$ cat config.mk
export PLATFORM = sky130hd
export DESIGN_NAME = clx_exec
export DESIGN_NICKNAME = d
export VERILOG_FILES = /design/src/hdl/clx_pkg.sv /design/src/hdl/clx_phase_if.sv /design/src/hdl/clx_phase.sv /design/src/hdl/clx_exec.sv
export SDC_FILE = /design/constraint.sdc
export NUM_CORES = 1
export LEC_CHECK = 0
export BUFFER_PORTS_ARGS = -buffer_cell sky130_fd_sc_hd__buf_2
export CORE_UTILIZATION = 30
export DETAILED_ROUTE_END_ITERATION = 7
export GPL_ROUTABILITY_DRIVEN = 1
export SETUP_SLACK_MARGIN = 0.2
export SYNTH_ARGS = -nofsm -noshare
export SYNTH_HDL_FRONTEND = slang
export SYNTH_SLANG_ARGS = --single-unit
$ cat constraint.sdc
create_clock -name clk -period 1.7 [get_ports clk]
set_input_delay 0.17 -clock clk [delete_from_list [all_inputs] [get_ports clk]]
set_output_delay 0.17 -clock clk [all_outputs]
set_load 0.02 [all_outputs]
$ cat src/hdl/clx_pkg.sv
// Shared constants and types for the clear-instruction execution block.
`default_nettype none
package clx_pkg;

  localparam int unsigned INSTR_W = 14;

  // Instruction cycle phases, Gray coded along the Q1-Q2-Q3-Q4 path.
  typedef enum logic [1:0] {
    CLX_Q1 = 2'h0,
    CLX_Q2 = 2'h1,
    CLX_Q3 = 2'h3,
    CLX_Q4 = 2'h2
  } clx_phase_t;

  localparam clx_phase_t PHASE_RST = CLX_Q1;

  typedef enum logic [1:0] {
    CLX_OP_NONE = 2'h0,
    CLX_OP_ZF   = 2'h1,
    CLX_OP_ZA   = 2'h3,
    CLX_OP_WK   = 2'h2
  } clx_op_t;

  // Program word layouts.
  localparam logic [INSTR_W-1:0] ZF_MASK  = 14'h3F80;
  localparam logic [INSTR_W-1:0] ZF_MATCH = 14'h0180;
  localparam logic [INSTR_W-1:0] ZA_MASK  = 14'h3F80;
  localparam logic [INSTR_W-1:0] ZA_MATCH = 14'h0100;
  localparam logic [INSTR_W-1:0] WK_WORD  = 14'h0064;
  localparam int unsigned        ADDR_LSB = 0;

  localparam logic [7:0] ZERO_BYTE  = 8'h00;
  localparam logic       FLAG_SET   = 1'h1;
  localparam logic       PULSE_RST  = 1'h0;
  localparam logic [6:0] ADDR_RST   = 7'h00;

endpackage
`default_nettype wire

$ cat src/hdl/clx_phase_if.sv
// Carrier for the instruction-cycle phase between the sequencer and the executor.
`default_nettype none
interface clx_phase_if;
  clx_pkg::clx_phase_t phase;
  modport gen (output phase);
  modport use_side (input phase);
endinterface
`default_nettype wire

$ cat src/hdl/clx_phase.sv
// Four-phase instruction cycle sequencer.
`default_nettype none
module clx_phase (
  input  wire logic   clk,
  input  wire logic   rstn,
  input  wire logic   en,
  clx_phase_if.gen    ph
);

  typedef struct packed {
    clx_pkg::clx_phase_t phase;
  } clx_seq_t;

  clx_seq_t st_q;
  clx_seq_t st_d;

  //////////////////////////////////////////////////////////////////////////////
  // Each enabled clock advances one phase.
  always_comb begin
    st_d = st_q;
    case (st_q.phase)
      clx_pkg::CLX_Q1: st_d.phase = clx_pkg::CLX_Q2;
      clx_pkg::CLX_Q2: st_d.phase = clx_pkg::CLX_Q3;
      clx_pkg::CLX_Q3: st_d.phase = clx_pkg::CLX_Q4;
      clx_pkg::CLX_Q4: st_d.phase = clx_pkg::CLX_Q1;
      default:         st_d.phase = clx_pkg::PHASE_RST;
    endcase
  end

  always_ff @(posedge clk or negedge rstn) begin
    if (!rstn) begin
      st_q.phase <= clx_pkg::PHASE_RST;
    end else if (en) begin
      st_q <= st_d;
    end
  end

  assign ph.phase = st_q.phase;

endmodule
`default_nettype wire

$ cat src/hdl/clx_exec.sv
// Execution of the file-clear, accumulator-clear and watchdog-kick instructions.
//
// Contract
// RULE1 - File clear writes 00h to the addressed register and sets zero flag.
// RULE2 - Accumulator clear loads 00h and sets zero flag, no register file access.
// RULE3 - Watchdog kick clears the watchdog counter and its prescaler.
// RULE4 - Watchdog kick sets both active-low status flags, other flags untouched.
// RULE5 - Each is one word, one cycle; results land in the fourth phase.
`default_nettype none
module clx_exec #(
  parameter int unsigned ADDR_W = 7,
  parameter int unsigned DATA_W = 8
) (
  input  wire logic                            clk,
  input  wire logic                            rstn,
  input  wire logic                            en,
  input  wire logic                            instr_valid,
  input  wire logic [clx_pkg::INSTR_W-1:0]     instr_word,
  output logic      [1:0]                      phase,
  output logic                                 busy,
  output logic                                 unknown_op,
  output logic                                 done,
  output logic                                 file_we,
  output logic      [ADDR_W-1:0]               file_addr,
  output logic      [DATA_W-1:0]               file_data,
  output logic                                 acc_we,
  output logic      [DATA_W-1:0]               acc_data,
  output logic                                 zero_we,
  output logic                                 zero_val,
  output logic                                 watchdog_counter_clr,
  output logic                                 prescaler_clr,
  output logic                                 expiry_flag_n_we,
  output logic                                 expiry_flag_n_val,
  output logic                                 sleep_flag_n_we,
  output logic                                 sleep_flag_n_val
);

  //////////////////////////////////////////////////////////////////////////////
  // Elaboration checks.
  // The address field fits a seven-bit operand and the data path is one byte.
  if (ADDR_W < 1 || ADDR_W > 7) begin : g_bad_addr
    $error("ADDR_W must lie between 1 and 7.");
  end
  if (DATA_W != 8) begin : g_bad_data
    $error("DATA_W must be 8.");
  end

  //////////////////////////////////////////////////////////////////////////////
  // State.
  // Every flop of the executor outside the phase sequencer sits in this one struct, frozen while en is low.
  typedef struct packed {
    clx_pkg::clx_op_t  op;
    logic [ADDR_W-1:0] addr;
    logic              busy;
    logic              unknown_op;
    logic              done;
    logic              file_we;
    logic [ADDR_W-1:0] file_addr;
    logic [DATA_W-1:0] file_data;
    logic              acc_we;
    logic [DATA_W-1:0] acc_data;
    logic              zero_we;
    logic              zero_val;
    logic              wdt_clr;
    logic              pre_clr;
    logic              exp_we;
    logic              exp_val;
    logic              slp_we;
    logic              slp_val;
  } clx_state_t;

  clx_state_t  st_q;
  clx_state_t  st_d;
  clx_phase_if ph_if ();

  //////////////////////////////////////////////////////////////////////////////
  // Phase sequencer.
  clx_phase u_phase (
    .clk  (clk),
    .rstn (rstn),
    .en   (en),
    .ph   (ph_if.gen)
  );

  //////////////////////////////////////////////////////////////////////////////
  // Decoding.
  // File clear is matched before accumulator clear; the watchdog kick needs the exact word.
  function automatic clx_pkg::clx_op_t clx_decode(
    input logic [clx_pkg::INSTR_W-1:0] w
  );
    clx_pkg::clx_op_t r;
    r = clx_pkg::CLX_OP_NONE;
    if ((w & clx_pkg::ZF_MASK) == clx_pkg::ZF_MATCH) begin
      r = clx_pkg::CLX_OP_ZF;
    end else if ((w & clx_pkg::ZA_MASK) == clx_pkg::ZA_MATCH) begin
      r = clx_pkg::CLX_OP_ZA;
    end else if (w == clx_pkg::WK_WORD) begin
      r = clx_pkg::CLX_OP_WK;
    end
    return r;
  endfunction

  //////////////////////////////////////////////////////////////////////////////
  // Next state.
  always_comb begin
    st_d            = st_q;
    st_d.unknown_op = clx_pkg::PULSE_RST;
    st_d.done       = clx_pkg::PULSE_RST;
    st_d.file_we    = clx_pkg::PULSE_RST;
    st_d.acc_we     = clx_pkg::PULSE_RST;
    st_d.zero_we    = clx_pkg::PULSE_RST;
    st_d.wdt_clr    = clx_pkg::PULSE_RST;
    st_d.pre_clr    = clx_pkg::PULSE_RST;
    st_d.exp_we     = clx_pkg::PULSE_RST;
    st_d.slp_we     = clx_pkg::PULSE_RST;
    case (ph_if.phase)
      clx_pkg::CLX_Q1: begin
        // Only the first phase takes a word; later phases ignore instr_valid.
        st_d.op = clx_pkg::CLX_OP_NONE;
        if (instr_valid) begin
          st_d.op         = clx_decode(instr_word); // [RULE5]
          st_d.addr       = instr_word[clx_pkg::ADDR_LSB +: ADDR_W];
          st_d.busy       = 1'h1;
          st_d.unknown_op = (clx_decode(instr_word) == clx_pkg::CLX_OP_NONE);
        end
      end
      clx_pkg::CLX_Q2: begin
        // The accumulator and watchdog clears read nothing from the register file.
        st_d.op = st_q.op;
      end
      clx_pkg::CLX_Q3: begin
        // Strobes registered here stand during the fourth phase.
        st_d.busy = 1'h0;
        st_d.done = st_q.busy;                                  // [RULE5]
        case (st_q.op)
          clx_pkg::CLX_OP_ZF: begin
            st_d.file_we   = 1'h1;                              // [RULE1]
            st_d.file_addr = st_q.addr;                         // [RULE1]
            st_d.file_data = clx_pkg::ZERO_BYTE;                // [RULE1]
            st_d.zero_we   = 1'h1;                              // [RULE1]
            st_d.zero_val  = clx_pkg::FLAG_SET;                 // [RULE1]
          end
          clx_pkg::CLX_OP_ZA: begin
            st_d.acc_we   = 1'h1;                               // [RULE2]
            st_d.acc_data = clx_pkg::ZERO_BYTE;                 // [RULE2]
            st_d.zero_we  = 1'h1;                               // [RULE2]
            st_d.zero_val = clx_pkg::FLAG_SET;                  // [RULE2]
          end
          clx_pkg::CLX_OP_WK: begin
            st_d.wdt_clr = 1'h1;                                // [RULE3]
            st_d.pre_clr = 1'h1;                                // [RULE3]
            st_d.exp_we  = 1'h1;                                // [RULE4]
            st_d.exp_val = clx_pkg::FLAG_SET;                   // [RULE4]
            st_d.slp_we  = 1'h1;                                // [RULE4]
            st_d.slp_val = clx_pkg::FLAG_SET;                   // [RULE4]
          end
          default: begin
            st_d.op = clx_pkg::CLX_OP_NONE;
          end
        endcase
      end
      clx_pkg::CLX_Q4: begin
        // Strobes fall at the close of this phase, so each stands one enabled cycle.
        st_d.op = clx_pkg::CLX_OP_NONE;
      end
      default: begin
        st_d.op = clx_pkg::CLX_OP_NONE;
      end
    endcase
  end

  //////////////////////////////////////////////////////////////////////////////
  // Registers.
  // A low en holds every flop, so a strobe already up stretches until en returns.
  always_ff @(posedge clk or negedge rstn) begin
    if (!rstn) begin
      st_q.op         <= clx_pkg::CLX_OP_NONE;
      st_q.addr       <= clx_pkg::ADDR_RST[ADDR_W-1:0];
      st_q.busy       <= clx_pkg::PULSE_RST;
      st_q.unknown_op <= clx_pkg::PULSE_RST;
      st_q.done       <= clx_pkg::PULSE_RST;
      st_q.file_we    <= clx_pkg::PULSE_RST;
      st_q.file_addr  <= clx_pkg::ADDR_RST[ADDR_W-1:0];
      st_q.file_data  <= clx_pkg::ZERO_BYTE;
      st_q.acc_we     <= clx_pkg::PULSE_RST;
      st_q.acc_data   <= clx_pkg::ZERO_BYTE;
      st_q.zero_we    <= clx_pkg::PULSE_RST;
      st_q.zero_val   <= clx_pkg::FLAG_SET;
      st_q.wdt_clr    <= clx_pkg::PULSE_RST;
      st_q.pre_clr    <= clx_pkg::PULSE_RST;
      st_q.exp_we     <= clx_pkg::PULSE_RST;
      st_q.exp_val    <= clx_pkg::FLAG_SET;
      st_q.slp_we     <= clx_pkg::PULSE_RST;
      st_q.slp_val    <= clx_pkg::FLAG_SET;
    end else if (en) begin
      st_q <= st_d;
    end
  end

  //////////////////////////////////////////////////////////////////////////////
  // Outputs.
  assign phase                = ph_if.phase;
  assign busy                 = st_q.busy;
  assign unknown_op           = st_q.unknown_op;
  assign done                 = st_q.done;
  assign file_we              = st_q.file_we;
  assign file_addr            = st_q.file_addr;
  assign file_data            = st_q.file_data;
  assign acc_we               = st_q.acc_we;
  assign acc_data             = st_q.acc_data;
  assign zero_we              = st_q.zero_we;
  assign zero_val             = st_q.zero_val;
  assign watchdog_counter_clr = st_q.wdt_clr;
  assign prescaler_clr        = st_q.pre_clr;
  assign expiry_flag_n_we     = st_q.exp_we;
  assign expiry_flag_n_val    = st_q.exp_val;
  assign sleep_flag_n_we      = st_q.slp_we;
  assign sleep_flag_n_val     = st_q.slp_val;

endmodule
`default_nettype wire

==> impl_metrics.py, run 1 <==
metrics = {
    "global_route": {
        "antenna_found_initial": 0,
        "grt_max_degree": 26,
        "gr-max-usage-layer": "met2",
        "grt_remaining_overflow": 0,
        "groute.layer.met3.usage": 0.0169,
        "grt.total_usage": 0.101,
        "grt_pass1_wl_mm": 3.39,
        "grtUsageMet2": 0.156,
        "grt_pass1_vias": 741,
        "grt_use_met1": 0.130,
    },
    "sta": {
        "slew_headroom": 0.631,
        "period_needed_ns": 1.40,
        "rsz0062_at_grt": "false",
        "fin_tns_setup_ns": 0,
        "hold_violations": 0,
        "setup_viol": 0,
        "worstMarginPinSlew_ns": 0.554,
        "min_period_over_period": 0.822,
        "fin_worst_skew_ns": 0.00117,
        "slew_violations": 0,
        "max_freq_mhz": 716,
    },
    "critical_path": {
        "reg2reg_from": "u_phase.ph.phase[0]",
        "arrival_ns": 1.54,
        "r2r.worst_path.cells": 4,
        "startpoint_type": "flip-flop",
        "end_kind": "flip-flop",
        "crit_path_top_delay_cell": "dfrtp_2",
        "timing.rr.end": "file_addr[3]",
        "worstSetupPathType": "flip-flop to flip-flop",
        "slowest_delay_ns": 0.44,
        "critPathMaxFanout": 9,
        "r2r_slack_ns": 0.30,
        "worstPathCellList": "nand3_2 -> nor3_4 -> buf_12 -> mux2_2",
        "cp_data_required_time_ns": 1.85,
    },
    "detailed_routing": {
        "drt.antenna.violating_nets": 0,
        "viasPerCell": 4.18,
        "post-route-drc-count": 0,
        "drt-pass1-iter-count": 4,
        "wl_mm": 2.20,
        "vias": 861,
        "drt-initial-drc-count": 39,
        "wire_per_inst_um": 10.7,
    },
    "layout": {
        "syn_to_final_growth_pct": 12.8,
        "layout_commonest_cell": "buf_2",
        "largest_register_ffs": 9,
        "top_register": "st_q",
        "reg_top3": "st_q (9), file_addr (7), u_phase.ph.phase (2)",
        "layout_common_cells": "buf_2, nand2_1, dfrtp_1",
        "finalInstanceArea_um2": 1450,
        "num_antenna_cells": 0,
        "layout.nets": 175,
        "drive_gt1_frac": 0.353,
        "fill_cells": 416,
    },
    "clock_tree": {
        "path_clk_slew_ns": 0.08,
        "root_buffer": "clkbuf_8",
        "cts_made_buffers": 3,
        "cts.sink_count": 25,
        "cts_buffer_depth": 2,
        "cts_max_level": 1,
        "clk_latency_ns": 0.26,
        "cts_tree": "built",
    },
    "die": {
        "pin_count": 56,
        "start_util": 0.317,
        "dieArea_um2": 4550,
        "core_um2": 4060,
        "die_w_um": 67.5,
        "die_h_um": 67.5,
        "core.rowCount": 23,
    },
    "placement": {
        "dpl-instance-area_um2": 1370,
        "place.gp.congestion": 0.716,
        "io_buffers": 36,
        "dp_hpwl_mm": 1.72,
    },
    "power": {
        "p_comb_frac": 0.216,
        "p_per_area_nw_per_um2": 998,
        "p_sw_mw": 0.451,
        "ir_worst_vdd_mv": 0.295,
        "power_mw": 1.45,
        "p_seq_frac": 0.551,
        "p_clk_frac": 0.232,
        "intPower_mw": 0.998,
        "leakagePower_nw": 0.798,
        "sw_frac_of_total": 0.311,
    },
    "logic_synthesis": {
        "yosysSeqAreaShare": 0.486,
        "synth_top_area_share": 0.486,
        "ys_ff_latch": 25,
        "syn-mean-instance-area_um2": 10.1,
        "yosysWarnings": 0,
        "syn_inst": 127,
        "yosysUniqueCellTypes": 29,
        "netlist_area_um2": 1290,
        "synth_area_leaders": "dfrtp_1, buf_4, nand2_1, mux2_2, o21ai_0",
        "synth_top_area_cell": "dfrtp_1",
    },
    "min_path": {
        "hold_class": "input pin to flip-flop",
        "min_to": "st_q[42]",
        "hold_depth": 3,
        "min_from": "instr_word[6]",
    },
    "run_status": {
        "status": "completed",
    },
    "run": {
        "maxCapViolations": 0,
    },
}
-- power by group through the flow --
stage               clock network (mW)  registers, mW  logic [mW]
floorplan                            0          0.831       0.218
global placement                     0          0.808       0.313
detailed placement                   0          0.810       0.316
CTS                              0.353          0.799       0.319
global route                     0.379          0.818       0.363
finish                           0.336          0.799       0.314
-- through the flow --
| stage | setup WS [ns] | hold slack [ns] | util | cells |
|---|---|---|---|---|
| 6_report | 0.303 | 0.115 | 0.358 | 206 |
| 5_1_grt | 0.232 | 0.112 | 0.358 | 206 |
| 4_1_cts | 0.206 | 0.107 | 0.352 | 205 |
| 3_5_place_dp | 0.209 | 0.191 | 0.339 | 200 |
| 3_3_place_gp | 0.248 | 0.195 | 0.339 | 200 |
| 2_1_floorplan | 0.232 | -0.126 | - | 144 |
-- worst max-delay path by stage --
stage                        startpoint            to  slack, ns
floorplan           u_phase.ph.phase[0]  file_addr[0]       0.23
global placement    u_phase.ph.phase[0]  file_addr[2]       0.25
detailed placement  u_phase.ph.phase[0]  file_addr[3]       0.21
CTS                 u_phase.ph.phase[0]  file_addr[3]       0.21
global route        u_phase.ph.phase[0]  file_addr[3]       0.23
finish              u_phase.ph.phase[0]  file_addr[3]       0.30
-- cells by family (layout without fill, tap and decap cells) --
kind of cell | Yosys count | after routing | share of synthesized area
DFF | 25 | 25 | 0.486
and+or+nand+nor | 42 | 42 | 0.173
buffers and inverters | 37 | 49 | 0.196
other | 2 | 19 | 0.00584
muxes | 8 | 8 | 0.0691
AOI/OAI and AO/OA | 13 | 13 | 0.0691
-- cells in the mapped netlist --
master and instances:
a21o_1 1, a41o_1 1, inv_1 4, conb_1 2
buf_4 30, nor3_4 1, nand4_1 1, nand3_2 1
clkbuf_1 1, a21bo_2 1, nor4bb_1 1, nand4b_1 2
and4b_1 2, nand2_1 28, nor3_1 1, nor2_1 1
o21ai_0 6, nand3_1 1, dfrtp_1 25, a22oi_1 1
clkbuf_2 1, mux2_2 7, nand4bb_1 1, nand2b_1 2
o2bb2ai_1 1, mux2i_1 1, inv_2 1, a31oi_1 1
o41ai_1 1
-- routing by layer --
layer / up-vias / part of all wire
li1: 431 / -
met1: 393 / 0.44
met2: 35 / 0.48
met3: 2 / 0.067
met5: - / 0
met4: 0 / 0.015
-- repair_timing --
| action | CTS | global route |
|---|---|---|
| hold endpoints to repair | 25 | 0 |
| setup endpoints to repair | 0 | 7 |
| buffers inserted | 0 | 1 |
| hold buffers | 1 | 0 |
| gates resized for setup | 0 | 2 |
-- critical path: cells and delay by family, from the launching register on --
kind / cells / cell delay [ns]
buffers and inverters: 1 / 0.15
flip-flops: 1 / 0.44
multiplexers: 1 / 0.33
AND/OR/NAND/NOR: 2 / 0.36
-- cell type report --
type,instances,area (um^2),share of cell area
Tap cell,50,62.6,0.0431
Timing Repair Buffer,40,225,0.155
Sequential cell,25,628,0.433
Multi-Input combinational cell,82,472,0.325
Inverter,5,18.8,0.0129
Clock buffer,4,45.0,0.0310
(Power assumes the default switching activity.)
==> inputs of run 2 (changes only) <==
--- a/config.mk
+++ b/config.mk
@@ -5,6 +5,7 @@
 export SDC_FILE = /design/constraint.sdc
 export NUM_CORES = 1
 export LEC_CHECK = 0
+export ABC_AREA = 1
 export BUFFER_PORTS_ARGS = -buffer_cell sky130_fd_sc_hd__buf_2
 export CORE_UTILIZATION = 30
 export DETAILED_ROUTE_END_ITERATION = 7
==> constraint.sdc (replaced) <==
create_clock -name clk -period 1.2 [get_ports clk]
set_input_delay 0.12 -clock clk [delete_from_list [all_inputs] [get_ports clk]]
set_output_delay 0.12 -clock clk [all_outputs]
set_load 0.02 [all_outputs]
==> run 2 against run 1 <==
Compared with the run above: cell count rose by 17%; first-iteration DRC count rose by 15%; critical path depth rose by 3; synthesized area rose by 4.0%; flip-flop and latch count did not move; non-clock buffer count rose by 6; sequential share of layout area fell by 5.1 points; critical path type unchanged; largest power group unchanged; cell area rose by 14%; sequential power rose by 29%; clock power rose by 49%; combinational power rose by 65%.
==> impl_metrics.py, run 2 <==
metrics = {
    "run_status": {
        "status": "completed",
    },
    "logic_synthesis": {
        "yosysWarnings": 0,
        "synth_top_family_by_area": "buffers and inverters",
        "netlist_area_um2": 1340,
        "ys_ff_latch": 25,
        "synth-simple-area-share": 0.192,
        "synth_fa_ha_area_frac": 0,
        "muxShareOfSynthArea": 0,
        "yosysSeqAreaShare": 0.468,
        "synth_edf_count": 0,
        "syn-mean-instance-area_um2": 8.69,
        "yosys-top-cells-count": "nand2_1, buf_4, dfrtp_1",
        "synth_top_area_cell": "dfrtp_1",
        "ys.flop_type": "dfrtp_1",
        "synth_area_leaders": "dfrtp_1, buf_4, nand2_1, inv_1, o21ai_2",
        "yosysUniqueCellTypes": 19,
        "syn_inst": 154,
        "synth_top_area_share": 0.468,
        "synth_most_common_cell": "nand2_1",
        "synth_xor_area_frac": 0,
        "synthArstFlopShare": 1.00,
        "synth-compound-area-share": 0.102,
    },
    "sta": {
        "slew_headroom": 0.617,
        "min_period_over_period": 0.903,
        "hold_violations": 0,
        "slew_violations": 0,
        "max_freq_mhz": 923,
        "period_needed_ns": 1.08,
        "setup_viol": 0,
        "fin_tns_setup_ns": 0,
        "fin_worst_skew_ns": 0.00390,
        "rsz0062_at_grt": "true",
        "worstMarginPinSlew_ns": 0.574,
    },
    "detailed_routing": {
        "drt-pass1-iter-count": 4,
        "viasPerCell": 4.01,
        "drt.antenna.violating_nets": 0,
        "wire_per_inst_um": 9.97,
        "wl_mm": 2.41,
        "post-route-drc-count": 0,
        "vias": 971,
        "drt-initial-drc-count": 45,
    },
    "critical_path": {
        "startpoint_type": "flip-flop",
        "crit_path_top_delay_cell": "dfrtp_2",
        "worstSetupPathType": "flip-flop to flip-flop",
        "end_kind": "flip-flop",
        "critPathMaxFanout": 8,
        "cp_data_required_time_ns": 1.42,
        "arrival_ns": 1.30,
        "worstPathCellList": "inv_2 -> nand2_2 -> inv_2 -> nand3_4 -> nor2_4 -> nand3_2 -> nand2_1",
        "slowest_delay_ns": 0.42,
        "crit_top_cell": "inv_2",
    },
    "layout": {
        "multi_input_area_um2": 520,
        "layout.nets": 211,
        "fill_cells": 440,
        "syn_to_final_growth_pct": 23.4,
        "largest_register_ffs": 9,
        "regArea_um2": 629,
        "num_antenna_cells": 0,
        "layout_commonest_cell": "buf_2",
        "layout_common_cells": "buf_2, nand2_1, dfrtp_1",
        "drive_gt1_frac": 0.432,
        "reg_top3": "st_q (9), file_addr (7), u_phase.ph.phase (2)",
        "top_register": "st_q",
    },
    "power": {
        "leakagePower_nw": 0.891,
        "power_mw": 2.05,
        "p_per_area_nw_per_um2": 1240,
        "ir_worst_vdd_mv": 0.425,
    },
    "global_route": {
        "grt.total_usage": 0.113,
        "grt_max_degree": 26,
        "grtUsageMet2": 0.176,
        "grt_pass1_vias": 823,
        "groute.layer.met3.usage": 0.0247,
        "antenna_found_initial": 0,
        "grt_use_met1": 0.144,
        "gr-max-usage-layer": "met2",
        "grt_remaining_overflow": 0,
        "grt_pass1_wl_mm": 3.75,
    },
    "die": {
        "core.rowCount": 23,
        "core_um2": 4140,
        "die_w_um": 68.8,
        "pin_count": 56,
        "start_util": 0.323,
        "dieArea_um2": 4730,
        "die_h_um": 68.8,
    },
    "placement": {
        "place.gp.congestion": 0.701,
        "io_buffers": 36,
        "dp_hpwl_mm": 1.73,
    },
    "clock_tree": {
        "clk_latency_ns": 0.27,
        "cts_buffer_depth": 2,
        "cts_tree": "built",
        "cts_made_buffers": 3,
        "path_clk_slew_ns": 0.09,
        "cts.sink_count": 25,
        "root_buffer": "clkbuf_8",
        "cts_max_level": 1,
    },
    "min_path": {
        "hold_class": "input pin to flip-flop",
    },
    "run": {
        "maxCapViolations": 0,
    },
}
==> run 2: changes by cell type in the layout (fill, tap and decap cells not counted), sizes merged, moves of 2 or more <==
cell,before,now
mux2,7,0
nand2b,2,0
nand3,2,5
and4b,2,0
inv,5,20
nand4b,2,0
nand2,28,39
nor2,1,11
o21ai,6,18
buf,39,45
clkinv,0,2
nor3,2,0
==> run 2: what timing repair did <==
action	in CTS	in global routing
resized for setup	11	24
endpoints found under the setup margin	18	29
pin swaps	4	2
gates cloned	2	0
setup buffers	2	6
hold buffers	1	0
hold endpoints to repair	25	0
==> run 2: routing by layer <==
layer / share of wire / routed length, um
met5: 0 / 0
met4: 0.020 / 48
met3: 0.063 / 153
met2: 0.47 / 1120
met1: 0.45 / 1090
==> run 2: area by class of cell <==
cell class | count | share of cell area
well taps | 50 | 0.0379
clock buffers | 3 | 0.0250
inverters | 20 | 0.0485
multi-input cells | 96 | 0.315
flip-flops and latches | 25 | 0.381
repair buffers | 46 | 0.187
repair inverters | 1 | 0.00227
clock inverters | 1 | 0.00303
==> run 2: cell families after synthesis <==
logic type | after synthesis
compound gates | 21
flops | 25
buf+inv | 51
simple gates | 55
other cells | 2
==> run 2: worst paths after layout <==
check	startpoint	to	slack [ns]	cells after the start
max in group asynchronous	rstn	u_phase.ph.phase[0]	0.41	2
min	instr_word[1]	st_q[37]	0.07	3
min in group asynchronous	rstn	file_addr[4]	0.38	2
min reg2reg	zero_we	zero_we	0.48	2
max	u_phase.ph.phase[0]	unknown_op	0.12	7
max reg2reg	u_phase.ph.phase[0]	unknown_op	0.12	7
==> run 2: worst max-delay path: cells and delay by family (launching register included) <==
kind,cells,cell delay [ns]
simple gates,5,0.46
flops,1,0.42
buf+inv,2,0.15
==> run 2: per-stage QoR <==
stage,std cells,util,hold WS (ns),setup slack (ns),instance area [um^2]
floorplan,171,-,-0.176,0.0881,1410
global placement,227,0.342,0.141,0.0946,1420
detailed placement,227,0.342,0.147,0.0780,1420
CTS,236,0.371,0.0635,0.110,1540
global route,242,0.398,0.0606,0.0345,1650
finish,242,0.398,0.0689,0.116,1650
==> run 2: report_power, final <==
group | switching [mW] | total, mW | internal, mW
Combinational | 0.325 | 0.517 | 0.192
Sequential | 0.0540 | 1.03 | 0.972
Clock | 0.270 | 0.502 | 0.233
Total | 0.649 | 2.05 | 1.40
